$ cat config.mk
export PLATFORM = sky130hd
export DESIGN_NAME = qdu_top
export DESIGN_NICKNAME = d
export VERILOG_FILES = /design/src/core/qdu_pkg.sv /design/src/core/qdu_top.sv /design/src/core/qdu_fifo.sv
export VERILOG_INCLUDE_DIRS = /design/src /design/src/core
export SDC_FILE = /design/constraint.sdc
export NUM_CORES = 1
export LEC_CHECK = 0
export BUFFER_PORTS_ARGS = -buffer_cell sky130_fd_sc_hd__buf_2
export CORE_MARGIN = 8
export CORE_UTILIZATION = 54
export DETAILED_ROUTE_END_ITERATION = 12
export MAX_ROUTING_LAYER = met4
export PLACE_DENSITY = 0.76
export SKIP_LAST_GASP = 1
export SLEW_MARGIN = 5
export SYNTH_ARGS = -nofsm -noshare
export SYNTH_HDL_FRONTEND = slang
export SYNTH_SLANG_ARGS = --single-unit
$ cat constraint.sdc
create_clock -name clk_sys -period 3.3 [get_ports clk_sys]
set_clock_uncertainty 0.2 [all_clocks]
set_input_delay 0.66 -clock clk_sys [delete_from_list [all_inputs] [get_ports clk_sys]]
set_output_delay 0.66 -clock clk_sys [all_outputs]
set_load 0.01 [all_outputs]
$ cat src/core/qdu_consts.svh
// constants for the quad converter update control block
`ifndef QDU_CONSTS_SVH
`define QDU_CONSTS_SVH

`define QDU_ADDR_PREFIX   5'h13
`define QDU_BCAST_ADDR    7'h48
`define QDU_MODE_HI       5
`define QDU_MODE_LO       4
`define QDU_PICK_HI       2
`define QDU_PICK_LO       1
`define QDU_PD_FLAG       0
`define QDU_PD_CODE_HI    7
`define QDU_PD_CODE_LO    6
`define QDU_MODE_TEMP     2'h0
`define QDU_MODE_DIRECT   2'h1
`define QDU_MODE_ALL      2'h2
`define QDU_MODE_BCAST    2'h3
`define QDU_BITS_PER_BYTE 4'h8
`define QDU_FIFO_DEPTH    16
`define QDU_CHANNELS      4
`define QDU_CTRL_RESET    8'h00
`define QDU_BYTE_RESET    8'h00
`define QDU_REG_RESET     10'h000

`endif

$ cat src/core/qdu_pkg.sv
// types shared by the update control block
package qdu_pkg;

	typedef struct packed {
		logic [1:0] pd_code;
		logic [7:0] code;
	} qdu_chan_t;

	typedef enum logic [1:0] {
		QDU_KIND_CTRL = 2'h1,
		QDU_KIND_DATA = 2'h2,
		QDU_KIND_END  = 2'h3
	} qdu_kind_t;

	typedef struct packed {
		qdu_kind_t  kind;
		logic [7:0] data;
	} qdu_word_t;

	typedef enum logic [3:0] {
		QDU_RX_IDLE = 4'h1,
		QDU_RX_ADDR = 4'h2,
		QDU_RX_DATA = 4'h4,
		QDU_RX_ACK  = 4'h8
	} qdu_rx_state_t;

	typedef enum logic [3:0] {
		QDU_DEC_CTRL   = 4'h1,
		QDU_DEC_UPPER  = 4'h2,
		QDU_DEC_LOWER  = 4'h4,
		QDU_DEC_COMMIT = 4'h8
	} qdu_dec_state_t;

endpackage : qdu_pkg

$ cat src/core/qdu_top.sv
// serial write port, control decode and channel register update
`timescale 1ns/10ps
`include "qdu_consts.svh"
module qdu_top #(
	parameter int FIFO_DEPTH = `QDU_FIFO_DEPTH
) (
	input  wire logic             clk_sys,
	input  wire logic             rst_n,
	input  wire logic             scl_in,
	input  wire logic             sda_in,
	output logic                  sda_out,
	output logic                  sda_oe_n,
	input  wire logic [1:0]       addr_pins,
	output qdu_pkg::qdu_chan_t    temp_hold [`QDU_CHANNELS],
	output qdu_pkg::qdu_chan_t    output_code [`QDU_CHANNELS],
	output logic [7:0]            control_byte_store,
	output logic                  frame_active
);
	import qdu_pkg::*;

	localparam int NCH = `QDU_CHANNELS;

	// input synchronisers: stage one feeds stage two only
	logic        scl_s1;
	logic        scl_s2;
	logic        scl_prev;
	logic        sda_s1;
	logic        sda_s2;
	logic        sda_prev;
	logic [1:0]  addr_s1;
	logic [1:0]  addr_s2;

	always_ff @(posedge clk_sys or negedge rst_n) begin
		if (!rst_n) begin
			scl_s1   <= 1'b1;
			scl_s2   <= 1'b1;
			scl_prev <= 1'b1;
			sda_s1   <= 1'b1;
			sda_s2   <= 1'b1;
			sda_prev <= 1'b1;
		end else begin
			scl_s1   <= scl_in;
			scl_s2   <= scl_s1;
			scl_prev <= scl_s2;
			sda_s1   <= sda_in;
			sda_s2   <= sda_s1;
			sda_prev <= sda_s2;
		end
	end

	always_ff @(posedge clk_sys or negedge rst_n) begin
		if (!rst_n) begin
			addr_s1 <= 2'h0;
			addr_s2 <= 2'h0;
		end else begin
			addr_s1 <= addr_pins;
			addr_s2 <= addr_s1;
		end
	end

	logic scl_rise;
	logic scl_fall;
	logic start_seen;
	logic stop_seen;

	assign scl_rise   = scl_s2 && !scl_prev;
	assign scl_fall   = !scl_s2 && scl_prev;
	// data edges only count as framing while the clock stays high
	assign start_seen = scl_s2 && scl_prev && !sda_s2 && sda_prev;
	assign stop_seen  = scl_s2 && scl_prev && sda_s2 && !sda_prev;

	// ------------------------------------------------------------------
	// byte receiver
	qdu_rx_state_t rx_state;
	logic [7:0]    shift;
	logic [3:0]    bit_cnt;
	logic          is_addr_byte;
	logic          first_data;
	logic          end_pending;
	logic          push_valid;
	qdu_word_t     push_word;
	logic          fifo_in_ready;
	logic          addr_match;

	assign addr_match = !shift[0]
		&& ((shift[7:1] == {`QDU_ADDR_PREFIX, addr_s2})
		|| (shift[7:1] == `QDU_BCAST_ADDR));

	always_ff @(posedge clk_sys or negedge rst_n) begin
		if (!rst_n) begin
			rx_state     <= QDU_RX_IDLE;
			shift        <= `QDU_BYTE_RESET;
			bit_cnt      <= 4'h0;
			is_addr_byte <= 1'b0;
			first_data   <= 1'b0;
			sda_oe_n     <= 1'b1;
		end else if (start_seen) begin
			rx_state     <= QDU_RX_ADDR;
			bit_cnt      <= 4'h0;
			is_addr_byte <= 1'b1;
			sda_oe_n     <= 1'b1;
		end else if (stop_seen) begin
			rx_state <= QDU_RX_IDLE;
			sda_oe_n <= 1'b1;
		end else begin
			unique case (rx_state)
				QDU_RX_IDLE: begin
					sda_oe_n <= 1'b1;
				end
				QDU_RX_ADDR, QDU_RX_DATA: begin
					if (scl_rise && bit_cnt != `QDU_BITS_PER_BYTE) begin
						shift   <= {shift[6:0], sda_s2};
						bit_cnt <= bit_cnt + 4'h1;
					end else if (scl_fall
						&& bit_cnt == `QDU_BITS_PER_BYTE) begin
						// no room or wrong address: leave the bus released
						if (fifo_in_ready && !end_pending
							&& (!is_addr_byte || addr_match)) begin
							sda_oe_n <= 1'b0;
							rx_state <= QDU_RX_ACK;
						end else begin
							rx_state <= QDU_RX_IDLE;
						end
					end
				end
				QDU_RX_ACK: begin
					if (scl_fall) begin
						sda_oe_n     <= 1'b1;
						rx_state     <= QDU_RX_DATA;
						bit_cnt      <= 4'h0;
						is_addr_byte <= 1'b0;
						first_data   <= is_addr_byte;
					end
				end
			endcase
		end
	end

	always_ff @(posedge clk_sys or negedge rst_n) begin
		if (!rst_n) begin
			sda_out <= 1'b0;
		end else begin
			sda_out <= 1'b0;
		end
	end

	always_ff @(posedge clk_sys or negedge rst_n) begin
		if (!rst_n) begin
			frame_active <= 1'b0;
		end else if (start_seen) begin
			frame_active <= 1'b1;
		end else if (stop_seen) begin
			frame_active <= 1'b0;
		end
	end

	always_comb begin
		push_valid = 1'b0;
		push_word  = '{kind: QDU_KIND_DATA, data: shift};
		if (end_pending) begin
			push_valid = 1'b1;
			push_word  = '{kind: QDU_KIND_END, data: `QDU_BYTE_RESET};
		end else if (rx_state == QDU_RX_ACK && scl_fall && !is_addr_byte) begin
			push_valid = 1'b1;
			push_word  = '{kind: first_data ? QDU_KIND_CTRL : QDU_KIND_DATA,
				data: shift};
		end
	end

	always_ff @(posedge clk_sys or negedge rst_n) begin
		if (!rst_n) begin
			end_pending <= 1'b0;
		end else if ((start_seen || stop_seen)
			&& rx_state != QDU_RX_IDLE) begin
			end_pending <= 1'b1;
		end else if (fifo_in_ready) begin
			end_pending <= 1'b0;
		end
	end

	// ------------------------------------------------------------------
	// fifo between link side and decoder
	qdu_word_t pop_word;
	logic      pop_valid;
	logic      pop_ready;

	qdu_fifo #(
		.WIDTH ($bits(qdu_word_t)),
		.DEPTH (FIFO_DEPTH)
	) u_fifo (
		.clk_sys   (clk_sys),
		.rst_n     (rst_n),
		.in_valid  (push_valid),
		.in_ready  (fifo_in_ready),
		.in_data   (push_word),
		.out_valid (pop_valid),
		.out_ready (pop_ready),
		.out_data  (pop_word)
	);

	// ------------------------------------------------------------------
	// decoder
	qdu_dec_state_t dec_state;
	logic [7:0]     upper_data_byte_store;
	logic           pop;

	// commit cycle stalls the drain so the fifo really fills
	assign pop_ready = (dec_state != QDU_DEC_COMMIT);
	assign pop       = pop_valid && pop_ready;

	always_ff @(posedge clk_sys or negedge rst_n) begin
		if (!rst_n) begin
			control_byte_store <= `QDU_CTRL_RESET;
		end else if (pop && pop_word.kind == QDU_KIND_CTRL) begin
			control_byte_store <= pop_word.data;
		end
	end

	always_ff @(posedge clk_sys or negedge rst_n) begin
		if (!rst_n) begin
			upper_data_byte_store <= `QDU_BYTE_RESET;
		end else if (pop && dec_state == QDU_DEC_UPPER
			&& pop_word.kind == QDU_KIND_DATA) begin
			upper_data_byte_store <= pop_word.data;
		end
	end

	always_ff @(posedge clk_sys or negedge rst_n) begin
		if (!rst_n) begin
			dec_state <= QDU_DEC_CTRL;
		end else if (dec_state == QDU_DEC_COMMIT) begin
			dec_state <= QDU_DEC_UPPER;
		end else if (pop) begin
			unique case (pop_word.kind)
				QDU_KIND_END: dec_state <= QDU_DEC_CTRL;
				QDU_KIND_CTRL: dec_state <= QDU_DEC_UPPER;
				QDU_KIND_DATA: begin
					if (dec_state == QDU_DEC_UPPER) begin
						dec_state <= QDU_DEC_LOWER;
					end else if (dec_state == QDU_DEC_LOWER) begin
						dec_state <= QDU_DEC_COMMIT;
					end
				end
				default: dec_state <= QDU_DEC_CTRL;
			endcase
		end
	end

	// ------------------------------------------------------------------
	// control field decode
	logic [1:0] update_mode;
	logic       update_mode_high_bit;
	logic       update_mode_low_bit;
	logic       channel_pick_high;
	logic       channel_pick_low;
	logic       powerdown_request_flag;
	logic [1:0] powerdown_code_bit;
	logic [1:0] pick;

	assign update_mode_high_bit   = control_byte_store[`QDU_MODE_HI];
	assign update_mode_low_bit    = control_byte_store[`QDU_MODE_LO];
	assign update_mode = {update_mode_high_bit, update_mode_low_bit};
	assign channel_pick_high      = control_byte_store[`QDU_PICK_HI];
	assign channel_pick_low       = control_byte_store[`QDU_PICK_LO];
	assign powerdown_request_flag = control_byte_store[`QDU_PD_FLAG];
	assign powerdown_code_bit =
		upper_data_byte_store[`QDU_PD_CODE_HI:`QDU_PD_CODE_LO];
	assign pick = {channel_pick_high, channel_pick_low};

	// value written into a channel; power-down keeps the held code
	function automatic qdu_chan_t new_value(input qdu_chan_t held);
		qdu_chan_t v;
		v = held;
		if (powerdown_request_flag) begin
			v.pd_code = powerdown_code_bit;
		end else begin
			v.pd_code = 2'h0;
			v.code    = upper_data_byte_store;
		end
		return v;
	endfunction : new_value

	// ------------------------------------------------------------------
	// channel registers
	qdu_chan_t next_temp [NCH];
	qdu_chan_t next_out  [NCH];
	logic      commit;

	assign commit = (dec_state == QDU_DEC_COMMIT);

	always_comb begin
		for (int i = 0; i < NCH; i++) begin
			next_temp[i] = temp_hold[i];
			next_out[i]  = output_code[i];
			unique case (update_mode)
				`QDU_MODE_TEMP: begin
					if (pick == 2'(i)) begin
						next_temp[i] = new_value(temp_hold[i]);
					end
				end
				`QDU_MODE_DIRECT: begin
					if (pick == 2'(i)) begin
						next_temp[i] = new_value(temp_hold[i]);
						next_out[i]  = new_value(temp_hold[i]);
					end
				end
				`QDU_MODE_ALL: begin
					if (pick == 2'(i)) begin
						next_temp[i] = new_value(temp_hold[i]);
						next_out[i]  = new_value(temp_hold[i]);
					end else begin
						next_out[i] = temp_hold[i];
					end
				end
				`QDU_MODE_BCAST: begin
					if (!channel_pick_high) begin
						next_out[i] = temp_hold[i];
					end else begin
						next_temp[i] = new_value(temp_hold[i]);
						next_out[i]  = new_value(temp_hold[i]);
					end
				end
			endcase
		end
	end

	always_ff @(posedge clk_sys or negedge rst_n) begin
		if (!rst_n) begin
			for (int i = 0; i < NCH; i++) begin
				temp_hold[i]   <= `QDU_REG_RESET;
				output_code[i] <= `QDU_REG_RESET;
			end
		end else if (commit) begin
			for (int i = 0; i < NCH; i++) begin
				temp_hold[i]   <= next_temp[i];
				output_code[i] <= next_out[i];
			end
		end
	end

endmodule : qdu_top

$ cat src/core/qdu_fifo.sv
// byte fifo between the serial receiver and the decoder
`timescale 1ns/10ps
module qdu_fifo #(
	parameter int WIDTH = 10,
	parameter int DEPTH = 16
) (
	input  wire logic             clk_sys,
	input  wire logic             rst_n,
	input  wire logic             in_valid,
	output logic                  in_ready,
	input  wire logic [WIDTH-1:0] in_data,
	output logic                  out_valid,
	input  wire logic             out_ready,
	output logic      [WIDTH-1:0] out_data
);
	localparam int AW = $clog2(DEPTH);

	logic [WIDTH-1:0] mem [DEPTH];
	logic [AW-1:0]    wr_ptr;
	logic [AW-1:0]    rd_ptr;
	logic [AW:0]      count;
	logic             push;
	logic             pop;

	assign push      = in_valid && in_ready;
	assign pop       = out_valid && out_ready;
	assign in_ready  = (count != (AW+1)'(DEPTH));
	assign out_valid = (count != '0);
	assign out_data  = mem[rd_ptr];

	always_ff @(posedge clk_sys) begin
		if (push) begin
			mem[wr_ptr] <= in_data;
		end
	end

	always_ff @(posedge clk_sys or negedge rst_n) begin
		if (!rst_n) begin
			wr_ptr <= '0;
			rd_ptr <= '0;
			count  <= '0;
		end else begin
			if (push) begin
				wr_ptr <= (wr_ptr == AW'(DEPTH-1)) ? '0 : wr_ptr + 1'b1;
			end
			if (pop) begin
				rd_ptr <= (rd_ptr == AW'(DEPTH-1)) ? '0 : rd_ptr + 1'b1;
			end
			if (push && !pop) begin
				count <= count + 1'b1;
			end else if (pop && !push) begin
				count <= count - 1'b1;
			end
		end
	end

endmodule : qdu_fifo

==> reports/qor_table.md, run 1 <==
| Metric | Reported | Unit |
| --- | --- | --- |
| H-tree levels | 1 | - |
| Starting density of the core | 54.6 | % |
| Port buffer count | 95 | - |
| CTS sink cnt | 304 | - |
| Critical Path End Type | flop | - |
| Worst Max-Slew Pin Slew | 1180 | ps |
| Final setup violating endpoints | 0 | - |
| Area delta synth->final | 15.1 | % |
| Met2 capacity usage during global routing | 30.6 | % |
| Library cell with the largest summed area after synthesis | sky130_fd_sc_hd__edfxtp_1 | - |
| Mean routed wirelength per cell | 20.3 | um |
| Cell count after synthesis | 847 | - |
| Number of rows in the core area | 56 | - |
| Global routing usage summed across all routing layers | 18.9 | % |
| Post-route core utilization | 62.8 | % |
| Type of the tightest min-delay check | reg -> reg | - |
| Clock slew seen by the registers of the worst setup and hold paths | 60 | ps |
| Final Critical Period | 3140 | ps |
| Count of final hold-check violations | 0 | - |
| Busiest layer in global routing | met2 | - |
| Share of layout cells above drive strength 1 | 29.6 | % |
| DRC viols | 0 | - |
| Maximum capacitance violations | 0 | - |
| Die W | 169 | um |
| Critical path arrival | 3360 | ps |
| Leakage power summed over all cells | 0.00609 | uW |
| WL final | 26,300 | um |
| Fraction of synthesized cell area taken by the top area cell type | 37.8 | % |
| Distinct cell type count after synthesis | 58 | - |
| CP required | 3520 | ps |
| Global-route met3 utilization | 3.02 | % |
| Outcome | finished, final reports clean | - |
| Number of pins exceeding their max-slew limit in the final report | 0 | - |
| Antenna violations before repair | 0 | - |
| Worst-path fanout max | 12 | - |
| Worst vdd rail ir drop | 483 | uV |
| Count of fill cells added during filler insertion | 1,688 | - |
| Most frequently used flop master after synthesis | sky130_fd_sc_hd__edfxtp_1 | - |
| Seq. cell area | 8420 | um2 |
| Fin crit share | 95.1 | % |
| First-iteration detailed-routing DRC count | 654 | - |
| Fin nets | 976 | - |
| Type of the worst setup path | reg -> reg | - |
| Routed vias/inst | 5.71 | - |
| Area of the multi-input gates | 4040 | um2 |
| Vias in the first global route | 7,342 | - |
| Library cell appearing most often on the critical path | sky130_fd_sc_hd__mux4_2 | - |
| Inserted Clock Buffers | 30 | - |
| First-pass GRT wire length | 41,300 | um |
| Total power density per cell area | 779 | nW/um2 |
| Seq cells post-synth | 304 | - |
| Via count | 7,413 | - |
| Maximum clock path buffer count | 3 | - |
| Max Freq | 0.318 | GHz |
| HPWL after detailed placement | 17,700 | um |
| Unrepaired setup endpoints after global routing | no | - |
| Share of flip-flops with an asynchronous set or reset | 47.4 | % |
| Worst hold path stage count | 0 | - |
| Boundary Pins | 97 | - |
| Number of enable-type register cells in the synthesized netlist | 160 | - |
| Top delay family on crit path | multiplexers | - |
| Worst reg2reg path depth | 6 | - |
| Vertical die dimension | 169 | um |
| Cell types with the largest area share after synthesis | sky130_fd_sc_hd__edfxtp_1 (38%), sky130_fd_sc_hd__dfrtp_1 (27%), sky130_fd_sc_hd__mux4_2 (7.4%), sky130_fd_sc_hd__mux2_2 (5.8%), sky130_fd_sc_hd__mux2i_1 (3.2%) | - |
| Share of synthesized area occupied by flip-flops and latches | 66.3 | % |
| Post-Synthesis Cell Area | 12,700 | um2 |
| DR pass1 iterations | 5 | - |
| Routability congestion estimate from global placement | 0.814 | - |
| Worst skew pair latency | 550 | ps |
| Clk root buf | sky130_fd_sc_hd__clkbuf_16 | - |
| Post-layout worst setup margin | 160 | ps |
| Die Outline Area | 28,700 | um2 |
| Number of buffer and inverter stages on the critical path | 1 | - |
| Pre-CTS setup slack | -37.9 | ps |
| Placeable Area | 23,300 | um2 |
| Largest net degree at the start of global routing | 59 | - |
| Critical path depth in cells | 6 | - |
| Peak per-stage delay on the critical path | 600 | ps |
| Yosys synthesis warning count | 0 | - |
| Slowest stage cell on the critical path | sky130_fd_sc_hd__dfrtp_2 | - |
| Rel. slew slack | 21.0 | % |
| Mean instance size in the synthesized netlist | 15.0 | um2 |
| Detail Route Antenna Nets | 0 | - |
| Syn_nets | 868 | - |
| Global route overflow | 0 | - |
| CTS tree | yes | - |
| Antenna cells | 0 | - |
| List of cells traversed by the critical path | mux4_2 > mux4_2 > inv_1 > ha_1 > nand3_1 > mux2_2 | - |
| Startpoint class of the critical path | flop | - |
| Met1 usage | 24.6 | % |
metal layers:
metal | routed length [um] | up-vias
met3 | 1620 | 40
met1 | 11300 | 3776
met4 | 602 | 0
li1 | - | 3376
met2 | 12800 | 221
met5 | 0 | -
flip-flops by register name, summed over array words and instances, names as in the netlist, 2 cells and up:
| register | count |
|---|---|
| control_byte_store | 8 |
| u_fifo.rd_ptr | 4 |
| upper_data_byte_store | 8 |
| temp_hold | 40 |
| u_fifo.count | 5 |
| u_fifo.wr_ptr | 4 |
| addr_s2 | 2 |
| dec_state | 4 |
| shift | 8 |
| bit_cnt | 4 |
| output_code | 40 |
| addr_s1 | 2 |
| u_fifo.mem | 160 |
| rx_state | 4 |
synth_stat cells (2+ instances only):
library cell,count
sky130_fd_sc_hd__a21oi_1,12
sky130_fd_sc_hd__nand2_1,90
sky130_fd_sc_hd__ha_1,14
sky130_fd_sc_hd__nor3_1,3
sky130_fd_sc_hd__inv_1,17
sky130_fd_sc_hd__mux2i_1,40
sky130_fd_sc_hd__clkbuf_1,32
sky130_fd_sc_hd__nand4b_1,2
sky130_fd_sc_hd__o21ai_0,68
sky130_fd_sc_hd__nor2b_1,15
sky130_fd_sc_hd__nand2b_1,3
sky130_fd_sc_hd__nand3_1,10
sky130_fd_sc_hd__a22oi_1,17
sky130_fd_sc_hd__nor2_2,2
sky130_fd_sc_hd__nand4_1,5
sky130_fd_sc_hd__o32a_1,2
sky130_fd_sc_hd__edfxtp_1,160
sky130_fd_sc_hd__xor2_1,3
sky130_fd_sc_hd__mux2_2,65
sky130_fd_sc_hd__nor4b_1,3
sky130_fd_sc_hd__o21a_1,3
sky130_fd_sc_hd__and2_1,14
sky130_fd_sc_hd__o21ai_1,2
sky130_fd_sc_hd__dfrtp_1,135
sky130_fd_sc_hd__o31ai_1,2
sky130_fd_sc_hd__a21o_1,3
sky130_fd_sc_hd__nor2_1,12
sky130_fd_sc_hd__buf_2,11
sky130_fd_sc_hd__xnor2_1,7
sky130_fd_sc_hd__buf_1,3
sky130_fd_sc_hd__nor3b_1,2
sky130_fd_sc_hd__buf_4,2
sky130_fd_sc_hd__and3_1,12
sky130_fd_sc_hd__a21boi_0,3
sky130_fd_sc_hd__mux4_2,42
sky130_fd_sc_hd__dfstp_2,9
worst register-to-register path, stage by stage, from the launching register on:
cell and delay (ps):
sky130_fd_sc_hd__dfrtp_2 600, sky130_fd_sc_hd__mux4_2 570, sky130_fd_sc_hd__mux4_2 530, sky130_fd_sc_hd__inv_1 80
sky130_fd_sc_hd__ha_1 210, sky130_fd_sc_hd__nand3_1 390, sky130_fd_sc_hd__mux2_2 430
cell type report:
class	count	share of cell area, %
clock buffers	40	5.74
repair buffers	124	4.96
inverters	17	0.437
flip-flops and latches	304	57.6
multi-input cells	478	27.6
well taps	319	2.73
clock inverters	16	0.873
report_power, final:
part / internal [uW] / total, uW / switching, uW
clock: 1930 / 3310 / 1380
sequential: 4450 / 5050 / 590
combinational: 1410 / 3030 / 1620
total: 7800 / 11400 / 3590
worst paths after layout:
check                            startpoint                       end  slack [ps]
setup / recovery           u_fifo.rd_ptr[0]  upper_data_byte_store[3]         160
hold / removal                   addr_s1[1]                addr_s2[1]         150
setup reg to reg           u_fifo.rd_ptr[0]  upper_data_byte_store[3]         160
hold reg to reg                  addr_s1[1]                addr_s2[1]         150
max in group asynchronous             rst_n             temp_hold[19]        1610
min in group asynchronous             rst_n           output_code[27]         440
placed cells by master, fill, tap and decap left out, drive strengths merged, types with 3 or more instances in the layout:
cell         Yosys  layout
xor2             3       3
and3            12      12
nand4            5       5
mux2            65      65
mux4            42      42
nand2b           3       3
ha              14      14
xnor2            7       7
o21ai           70      70
clkbuf          32      40
edfxtp         160     160
nor2            14      14
mux2i           40      40
a21o             3       3
nand3           10      10
nor3             4       4
clkinv           0      13
dfrtp          135     135
inv             17      18
a21oi           13      13
o21a             3       3
dfstp            9       9
nor2b           15      15
and2            14      14
nand2           90      90
dlygate4sd3      0       5
a22oi           17      17
nor4b            4       4
buf             16     119
a21boi           3       3
stage by stage:
stage                     instances  power [uW]  hold WS [ps]  instance area, um2  setup TNS [ps]
after global placement         1236        8030           135               13600               0
after detailed placement       1236        8140           137               13600           -37.9
after global routing           1298       11900           162               14600               0
after floorplan                 847        7180           131               12700               0
final                          1298       11400           148               14600               0
after CTS                      1298       11500           151               14600               0
timing repair:
| item | 4_1_cts | 5_1_grt |
|---|---|---|
| resized for setup | 0 | 5 |
| hold endpoints to repair | 47 | 0 |
| hold buffers | 5 | 0 |
| setup endpoints to repair | 1 | 1 |
| pin swaps | 1 | 0 |
| buffers inserted | 1 | 0 |
kinds of logic (layout without fill, tap and decap cells):
group	count (synthesis)	in the layout	synth area share (%)
buffers and inverters	65	197	2.09
XOR/XNOR	10	10	0.689
adder cells (fa/ha/maj)	15	15	1.54
AND/OR/NAND/NOR	183	183	7.30
multiplexers	147	147	16.4
other	1	1	0.0295
flip-flops	304	304	66.3
AO/OA/AOI/OAI	122	122	5.72
No activity file was read; power rests on OpenSTA's default activity.
==> inputs of run 2 (changes only) <==
--- a/config.mk
+++ b/config.mk
@@ -12,6 +12,7 @@
 export DETAILED_ROUTE_END_ITERATION = 12
 export MAX_ROUTING_LAYER = met4
 export PLACE_DENSITY = 0.76
+export RECOVER_POWER = 50
 export SKIP_LAST_GASP = 1
 export SLEW_MARGIN = 5
 export SYNTH_ARGS = -nofsm -noshare
==> run 2 against run 1 <==
Net effect:
- wire length is 0.56% higher
- clock power hardly changed
- power down 0.27%
- non-clock buffer count is the same
- sequential power about the same
- sequential share of layout area grew 0.63 points
- combinational power shrank 1%
- via count shrank 0.27%
- first-iteration DRC count is 0.46% lower
- cell count stayed put
- critical path type unchanged
==> reports/qor_table.md, run 2 (synthesis results as in run 1) <==
| Metric | Reported | Unit |
| --- | --- | --- |
| Type of the worst setup path | reg -> reg | - |
| Max Freq | 0.319 | GHz |
| Inserted Clock Buffers | 30 | - |
| Starting density of the core | 54.6 | % |
| CP required | 3580 | ps |
| Count of final hold-check violations | 0 | - |
| Clock slew seen by the registers of the worst setup and hold paths | 70 | ps |
| Via count | 7,393 | - |
| Final setup violating endpoints | 0 | - |
| Maximum clock path buffer count | 3 | - |
| Critical path arrival | 3420 | ps |
| Pre-CTS setup slack | -37.9 | ps |
| Detail Route Antenna Nets | 0 | - |
| Routability congestion estimate from global placement | 0.814 | - |
| Slowest stage cell on the critical path | sky130_fd_sc_hd__or4b_4 | - |
| Vertical die dimension | 169 | um |
| Reg2Reg Setup Slack | 170 | ps |
| Clock network power share | 29.2 | % |
| Most frequent standard cell in the layout excluding fill and tap cells | sky130_fd_sc_hd__edfxtp_1 | - |
| WL final | 26,500 | um |
| DR pass1 iterations | 5 | - |
| List of cells traversed by the critical path | or4b_4 > nor3_4 > o21ai_1 > inv_1 > ha_2 > inv_1 > ha_1 > nor2b_1 > o21a_1 > or3_1 > a21oi_1 > xnor2_1 | - |
| Worst Max-Slew Pin Slew | 1350 | ps |
| Leakage power summed over all cells | 0.00569 | uW |
| Largest registers in the final layout | u_fifo.mem x160, output_code x40, temp_hold x40 | - |
| Internal | 7760 | uW |
| CTS sink cnt | 304 | - |
| Placeable Area | 23,300 | um2 |
| Global routing usage summed across all routing layers | 18.9 | % |
| Startpoint class of the critical path | flop | - |
| Sw Share | 31.7 | % |
| HPWL after detailed placement | 17,700 | um |
| Library cell appearing most often on the critical path | sky130_fd_sc_hd__inv_1 | - |
| Global route overflow | 0 | - |
| Boundary Pins | 97 | - |
| First-pass GRT wire length | 41,300 | um |
| Share of layout cells above drive strength 1 | 19.9 | % |
| Sum of internal, switching and leakage power | 11,400 | uW |
| Vias in the first global route | 7,342 | - |
| Fin crit share | 95.0 | % |
| First-iteration detailed-routing DRC count | 651 | - |
| Routed vias/inst | 5.70 | - |
| Most used cells in the layout excluding fill and tap cells | sky130_fd_sc_hd__edfxtp_1 (160), sky130_fd_sc_hd__dfrtp_1 (133), sky130_fd_sc_hd__clkbuf_1 (99) | - |
| Peak per-stage delay on the critical path | 580 | ps |
| H-tree levels | 1 | - |
| Register name with the most flops | u_fifo.mem | - |
| Maximum capacitance violations | 0 | - |
| Worst vdd rail ir drop | 484 | uV |
| Clk root buf | sky130_fd_sc_hd__clkbuf_16 | - |
| Fin nets | 976 | - |
| Type of the tightest min-delay check | reg -> reg | - |
| Rel. slew slack | 9.71 | % |
| Unrepaired setup endpoints after global routing | no | - |
| Die W | 169 | um |
| Antenna violations before repair | 0 | - |
| Port buffer count | 95 | - |
| Largest net degree at the start of global routing | 59 | - |
| Number of rows in the core area | 56 | - |
| Post-layout worst setup margin | 166 | ps |
| Final Critical Period | 3130 | ps |
| Worst-path fanout max | 5 | - |
| Outcome | finished, final reports clean | - |
| Combinational Power Share | 26.3 | % |
| Switching power summed over all nets | 3600 | uW |
| Mean routed wirelength per cell | 20.4 | um |
| DRC viols | 0 | - |
| Max FFs per register | 160 | - |
| Die Outline Area | 28,700 | um2 |
| Total power density per cell area | 785 | nW/um2 |
| Worst skew pair latency | 550 | ps |
| CTS tree | yes | - |
| Number of pins exceeding their max-slew limit in the final report | 0 | - |
| Area delta synth->final | 13.8 | % |
| Critical Path End Type | flop | - |
| Antenna cells | 0 | - |
| Sequential group share of total power | 44.5 | % |
run 2: cell types whose count changed in the layout (fill, tap and decap cells not counted), moves of 4 or more:
cell	before	now
sky130_fd_sc_hd__buf_4	23	14
sky130_fd_sc_hd__o21ai_1	6	2
sky130_fd_sc_hd__o21ai_0	64	68
sky130_fd_sc_hd__buf_2	94	9
sky130_fd_sc_hd__clkbuf_1	6	99
run 2: per-layer routing:
| metal | GRT usage (%) | wire length (um) | part of all wire, % | up-vias |
|---|---|---|---|---|
| met2 | 30.6 | 12800 | 48 | 223 |
| met3 | 3.02 | 1510 | 5.7 | 38 |
| met5 | - | 0 | 0 | - |
| met4 | 5.04 | 571 | 2.2 | 0 |
| met1 | 24.6 | 11600 | 44 | 3757 |
| li1 | - | - | - | 3375 |
run 2: per-stage QoR:
| stage | cells | area [um2] | TNS, ps | utilization, % | hold WS (ps) |
|---|---|---|---|---|---|
| 2_1_floorplan | 847 | 12700 | 0 | - | 131 |
| 3_5_place_dp | 1236 | 13600 | -37.9 | 58.3 | 137 |
| 6_report | 1298 | 14500 | 0 | 62.2 | 148 |
| 5_1_grt | 1298 | 14500 | 0 | 62.2 | 164 |
| 3_3_place_gp | 1236 | 13600 | 0 | 58.3 | 135 |
| 4_1_cts | 1298 | 14600 | 0 | 62.7 | 151 |
run 2: what timing repair did:
action                                  4_1_cts  5_1_grt
endpoints found under the setup margin        1        1
resized for setup                             0        5
setup buffers                                 1        0
endpoints found under the hold margin        47        0
pin swaps                                     1        0
hold buffers                                  5        0
run 2: worst paths after layout:
kind	start	to	cells past startpoint
max	rx_state[1]	u_fifo.count[4]	12
min	addr_s1[1]	addr_s2[1]	0
max reg2reg	rx_state[1]	u_fifo.count[4]	12
min reg2reg	addr_s1[1]	addr_s2[1]	0
max in group asynchronous	rst_n	rx_state[1]	3
min in group asynchronous	rst_n	output_code[27]	2
run 2: layout make-up:
cell class              count  area [um2]
inverters                  17        63.8
clock buffers              40         840
flip-flops and latches    304        8420
fillers                  1755        8800
well taps                 319         399
clock inverters            16         128
repair buffers            124         567
multi-input cells         478        4040
run 2: power groups by stage:
stage	registers [uW]	clock network, uW	logic [uW]
6_report	5050	3320	2990
5_1_grt	5120	3500	3280
4_1_cts	5030	3360	3060
3_5_place_dp	5110	0	3020
3_3_place_gp	5080	0	2950
2_1_floorplan	4820	0	2360
run 2: critical path: cells and delay by family, from the launching register on:
kind | cells | cell delay [ps]
fa+ha+maj | 2 | 500
flops | 1 | 440
buf+inv | 2 | 190
xor+xnor | 1 | 130
compound gates | 3 | 450
simple gates | 4 | 1160
==> inputs of run 3 (changes only) <==
--- a/config.mk
+++ b/config.mk
@@ -9,6 +9,7 @@
 export BUFFER_PORTS_ARGS = -buffer_cell sky130_fd_sc_hd__buf_2
 export CORE_MARGIN = 8
 export CORE_UTILIZATION = 54
+export CTS_BUF_LIST = sky130_fd_sc_hd__clkbuf_16
 export DETAILED_ROUTE_END_ITERATION = 12
 export MAX_ROUTING_LAYER = met4
 export PLACE_DENSITY = 0.76
==> run 3 against run 2 <==
Net effect:
- core utilization shrank 0.13 points
- design area shrank 0.21%
- clock power fell by 3%
- sequential power barely moved
- register-to-register slack lost 30 ps
- sequential share of layout area is 0.12 points higher
- clock-buffer cell count shrank 9
- via count grew 0.14%
- wire length down 0.16%
- combinational power about the same
- fmax fell by 0.93%
- power shrank 0.84%
- critical endpoint is now u_fifo.mem[14][5]
- largest cell class unchanged
- largest power group unchanged
==> reports/qor_table.md, run 3 (synthesis results as in run 1) <==
| Metric | Reported | Unit |
| --- | --- | --- |
| Number of rows in the core area | 56 | - |
| Antenna cells | 0 | - |
| Share of layout cells above drive strength 1 | 19.9 | % |
| Most frequent standard cell in the layout excluding fill and tap cells | sky130_fd_sc_hd__edfxtp_1 | - |
| Setup TNS after final layout | 0 | ps |
| Antenna violations before repair | 0 | - |
| Routability congestion estimate from global placement | 0.814 | - |
| Fin crit share | 95.9 | % |
| Number of pins exceeding their max-slew limit in the final report | 0 | - |
| Sum of internal, switching and leakage power | 11,300 | uW |
| Boundary Pins | 97 | - |
| Hold Slack | 148 | ps |
| Worst Max-Slew Pin Slew | 1350 | ps |
| Reg-to-Reg End | u_fifo.mem[14][5] | - |
| Vertical die dimension | 169 | um |
| Final setup violating endpoints | 0 | - |
| Worst vdd rail ir drop | 483 | uV |
| Detail Route Antenna Nets | 0 | - |
| Global routing usage summed across all routing layers | 18.9 | % |
| Maximum capacitance violations | 0 | - |
| Unrepaired setup endpoints after global routing | no | - |
| Outcome | finished, final reports clean | - |
| Worst skew pair latency | 550 | ps |
| Mean routed wirelength per cell | 20.4 | um |
| Global route overflow | 0 | - |
| Type of the tightest min-delay check | reg -> reg | - |
| Most used cells in the layout excluding fill and tap cells | sky130_fd_sc_hd__edfxtp_1 (160), sky130_fd_sc_hd__dfrtp_1 (133), sky130_fd_sc_hd__clkbuf_1 (93) | - |
| Inserted Clock Buffers | 30 | - |
| HPWL after detailed placement | 17,700 | um |
| DR pass1 iterations | 5 | - |
| Type of the worst setup path | reg -> reg | - |
| Register name with the most flops | u_fifo.mem | - |
| Reg2Reg Setup Slack | 140 | ps |
| Routed vias/inst | 5.70 | - |
| H-tree levels | 1 | - |
| CTS sink cnt | 304 | - |
| Worst hold path stage count | 0 | - |
| Start of the worst register-to-register path | rx_state[1] | - |
| First-pass GRT wire length | 41,400 | um |
| Worst-path fanout max | 10 | - |
| Max FFs per register | 160 | - |
| Final Critical Period | 3160 | ps |
| Clock slew seen by the registers of the worst setup and hold paths | 60 | ps |
| Vias in the first global route | 7,343 | - |
| Slowest stage cell on the critical path | sky130_fd_sc_hd__or4b_4 | - |
| Port buffer count | 95 | - |
| Count of final hold-check violations | 0 | - |
| List of cells traversed by the critical path | or4b_4 > nor3_4 > o21ai_1 > inv_1 > clkbuf_1 > and3_1 > and2_1 | - |
| Leakage power summed over all cells | 0.00570 | uW |
| Placeable Area | 23,300 | um2 |
| Largest net degree at the start of global routing | 59 | - |
| Max Freq | 0.316 | GHz |
| Peak per-stage delay on the critical path | 580 | ps |
| Die Outline Area | 28,700 | um2 |
| Largest registers in the final layout | u_fifo.mem x160, output_code x40, temp_hold x40 | - |
| Critical path arrival | 3140 | ps |
| Worst reg2reg path depth | 7 | - |
| Maximum clock path buffer count | 3 | - |
| Starting density of the core | 54.6 | % |
| Fin nets | 976 | - |
| Via count | 7,403 | - |
| CTS tree | yes | - |
| Worst hold endpoint | addr_s2[1] | - |
| Area delta synth->final | 13.6 | % |
| Startpoint of the tightest hold check path | addr_s1[1] | - |
| Total power density per cell area | 780 | nW/um2 |
| DRC viols | 0 | - |
| Rel. slew slack | 9.88 | % |
| Startpoint class of the critical path | flop | - |
| CP required | 3270 | ps |
| Post-route core utilization | 62.0 | % |
| First-iteration detailed-routing DRC count | 624 | - |
| Critical Path End Type | flop | - |
| Die W | 169 | um |
| WL final | 26,400 | um |
| Clk root buf | sky130_fd_sc_hd__clkbuf_16 | - |
run 3: cell types whose count changed in the layout (fill, tap and decap cells not counted), sizes merged:
cell	delta
clkbuf	-9
inv	+9
run 3: per-stage QoR:
step	area (um2)	worst slack (ps)	instances
floorplan	12700	27.9	847
global placement	13600	129	1236
detailed placement	13600	-37.9	1236
CTS	14600	55.7	1298
global route	14400	6.17	1298
finish	14400	137	1298
run 3: worst max path at each step:
stage / startpoint / endpoint / slack (ps) / cells after the start
6_report: rx_state[1] / u_fifo.mem[14][5] / 140 / 7
5_1_grt: u_fifo.rd_ptr[0] / upper_data_byte_store[3] / 6 / 6
4_1_cts: rx_state[1] / u_fifo.count[4] / 60 / 12
3_5_place_dp: rx_state[1] / u_fifo.count[4] / -40 / 12
3_3_place_gp: rx_state[1] / u_fifo.count[4] / 130 / 12
2_1_floorplan: rx_state[1] / u_fifo.count[4] / 30 / 13
run 3: layout make-up:
cell class | instances | area, um2
Tap cell | 319 | 399
Sequential cell | 304 | 8420
Inverter | 17 | 63.8
Clock inverter | 25 | 161
Multi-Input combinational cell | 478 | 4040
Clock buffer | 31 | 776
Fill cell | 1757 | 8830
Timing Repair Buffer | 124 | 567
run 3: report_power, final:
group / internal (uW) / switching (uW) / total, uW
logic: 1370 / 1610 / 2980
registers: 4450 / 592 / 5050
clock network: 1850 / 1380 / 3230
total: 7670 / 3590 / 11300
run 3: layer usage:
layer  GRT usage, %  vias up  wire length (um)
li1               -     3380                 -
met1           24.7     3762             11600
met2           30.5      223             12700
met3           3.02       38              1590
met4           5.04        0               570
met5              -        -                 0
run 3: repair_timing:
| action | in CTS | in global routing |
|---|---|---|
| gates cloned | 0 | 0 |
| pin swaps | 1 | 0 |
| hold endpoints to repair | 47 | 0 |
| buffers inserted | 1 | 0 |
| endpoints found under the setup margin | 1 | 1 |
| gates resized for setup | 0 | 5 |
| hold buffers | 5 | 0 |
run 3: worst max-delay path: cells and delay by family, from the launching register on:
kind | cells | cell delay (ps)
compound gates | 1 | 100
simple gates | 4 | 1550
buf+inv | 2 | 490
flops | 1 | 440
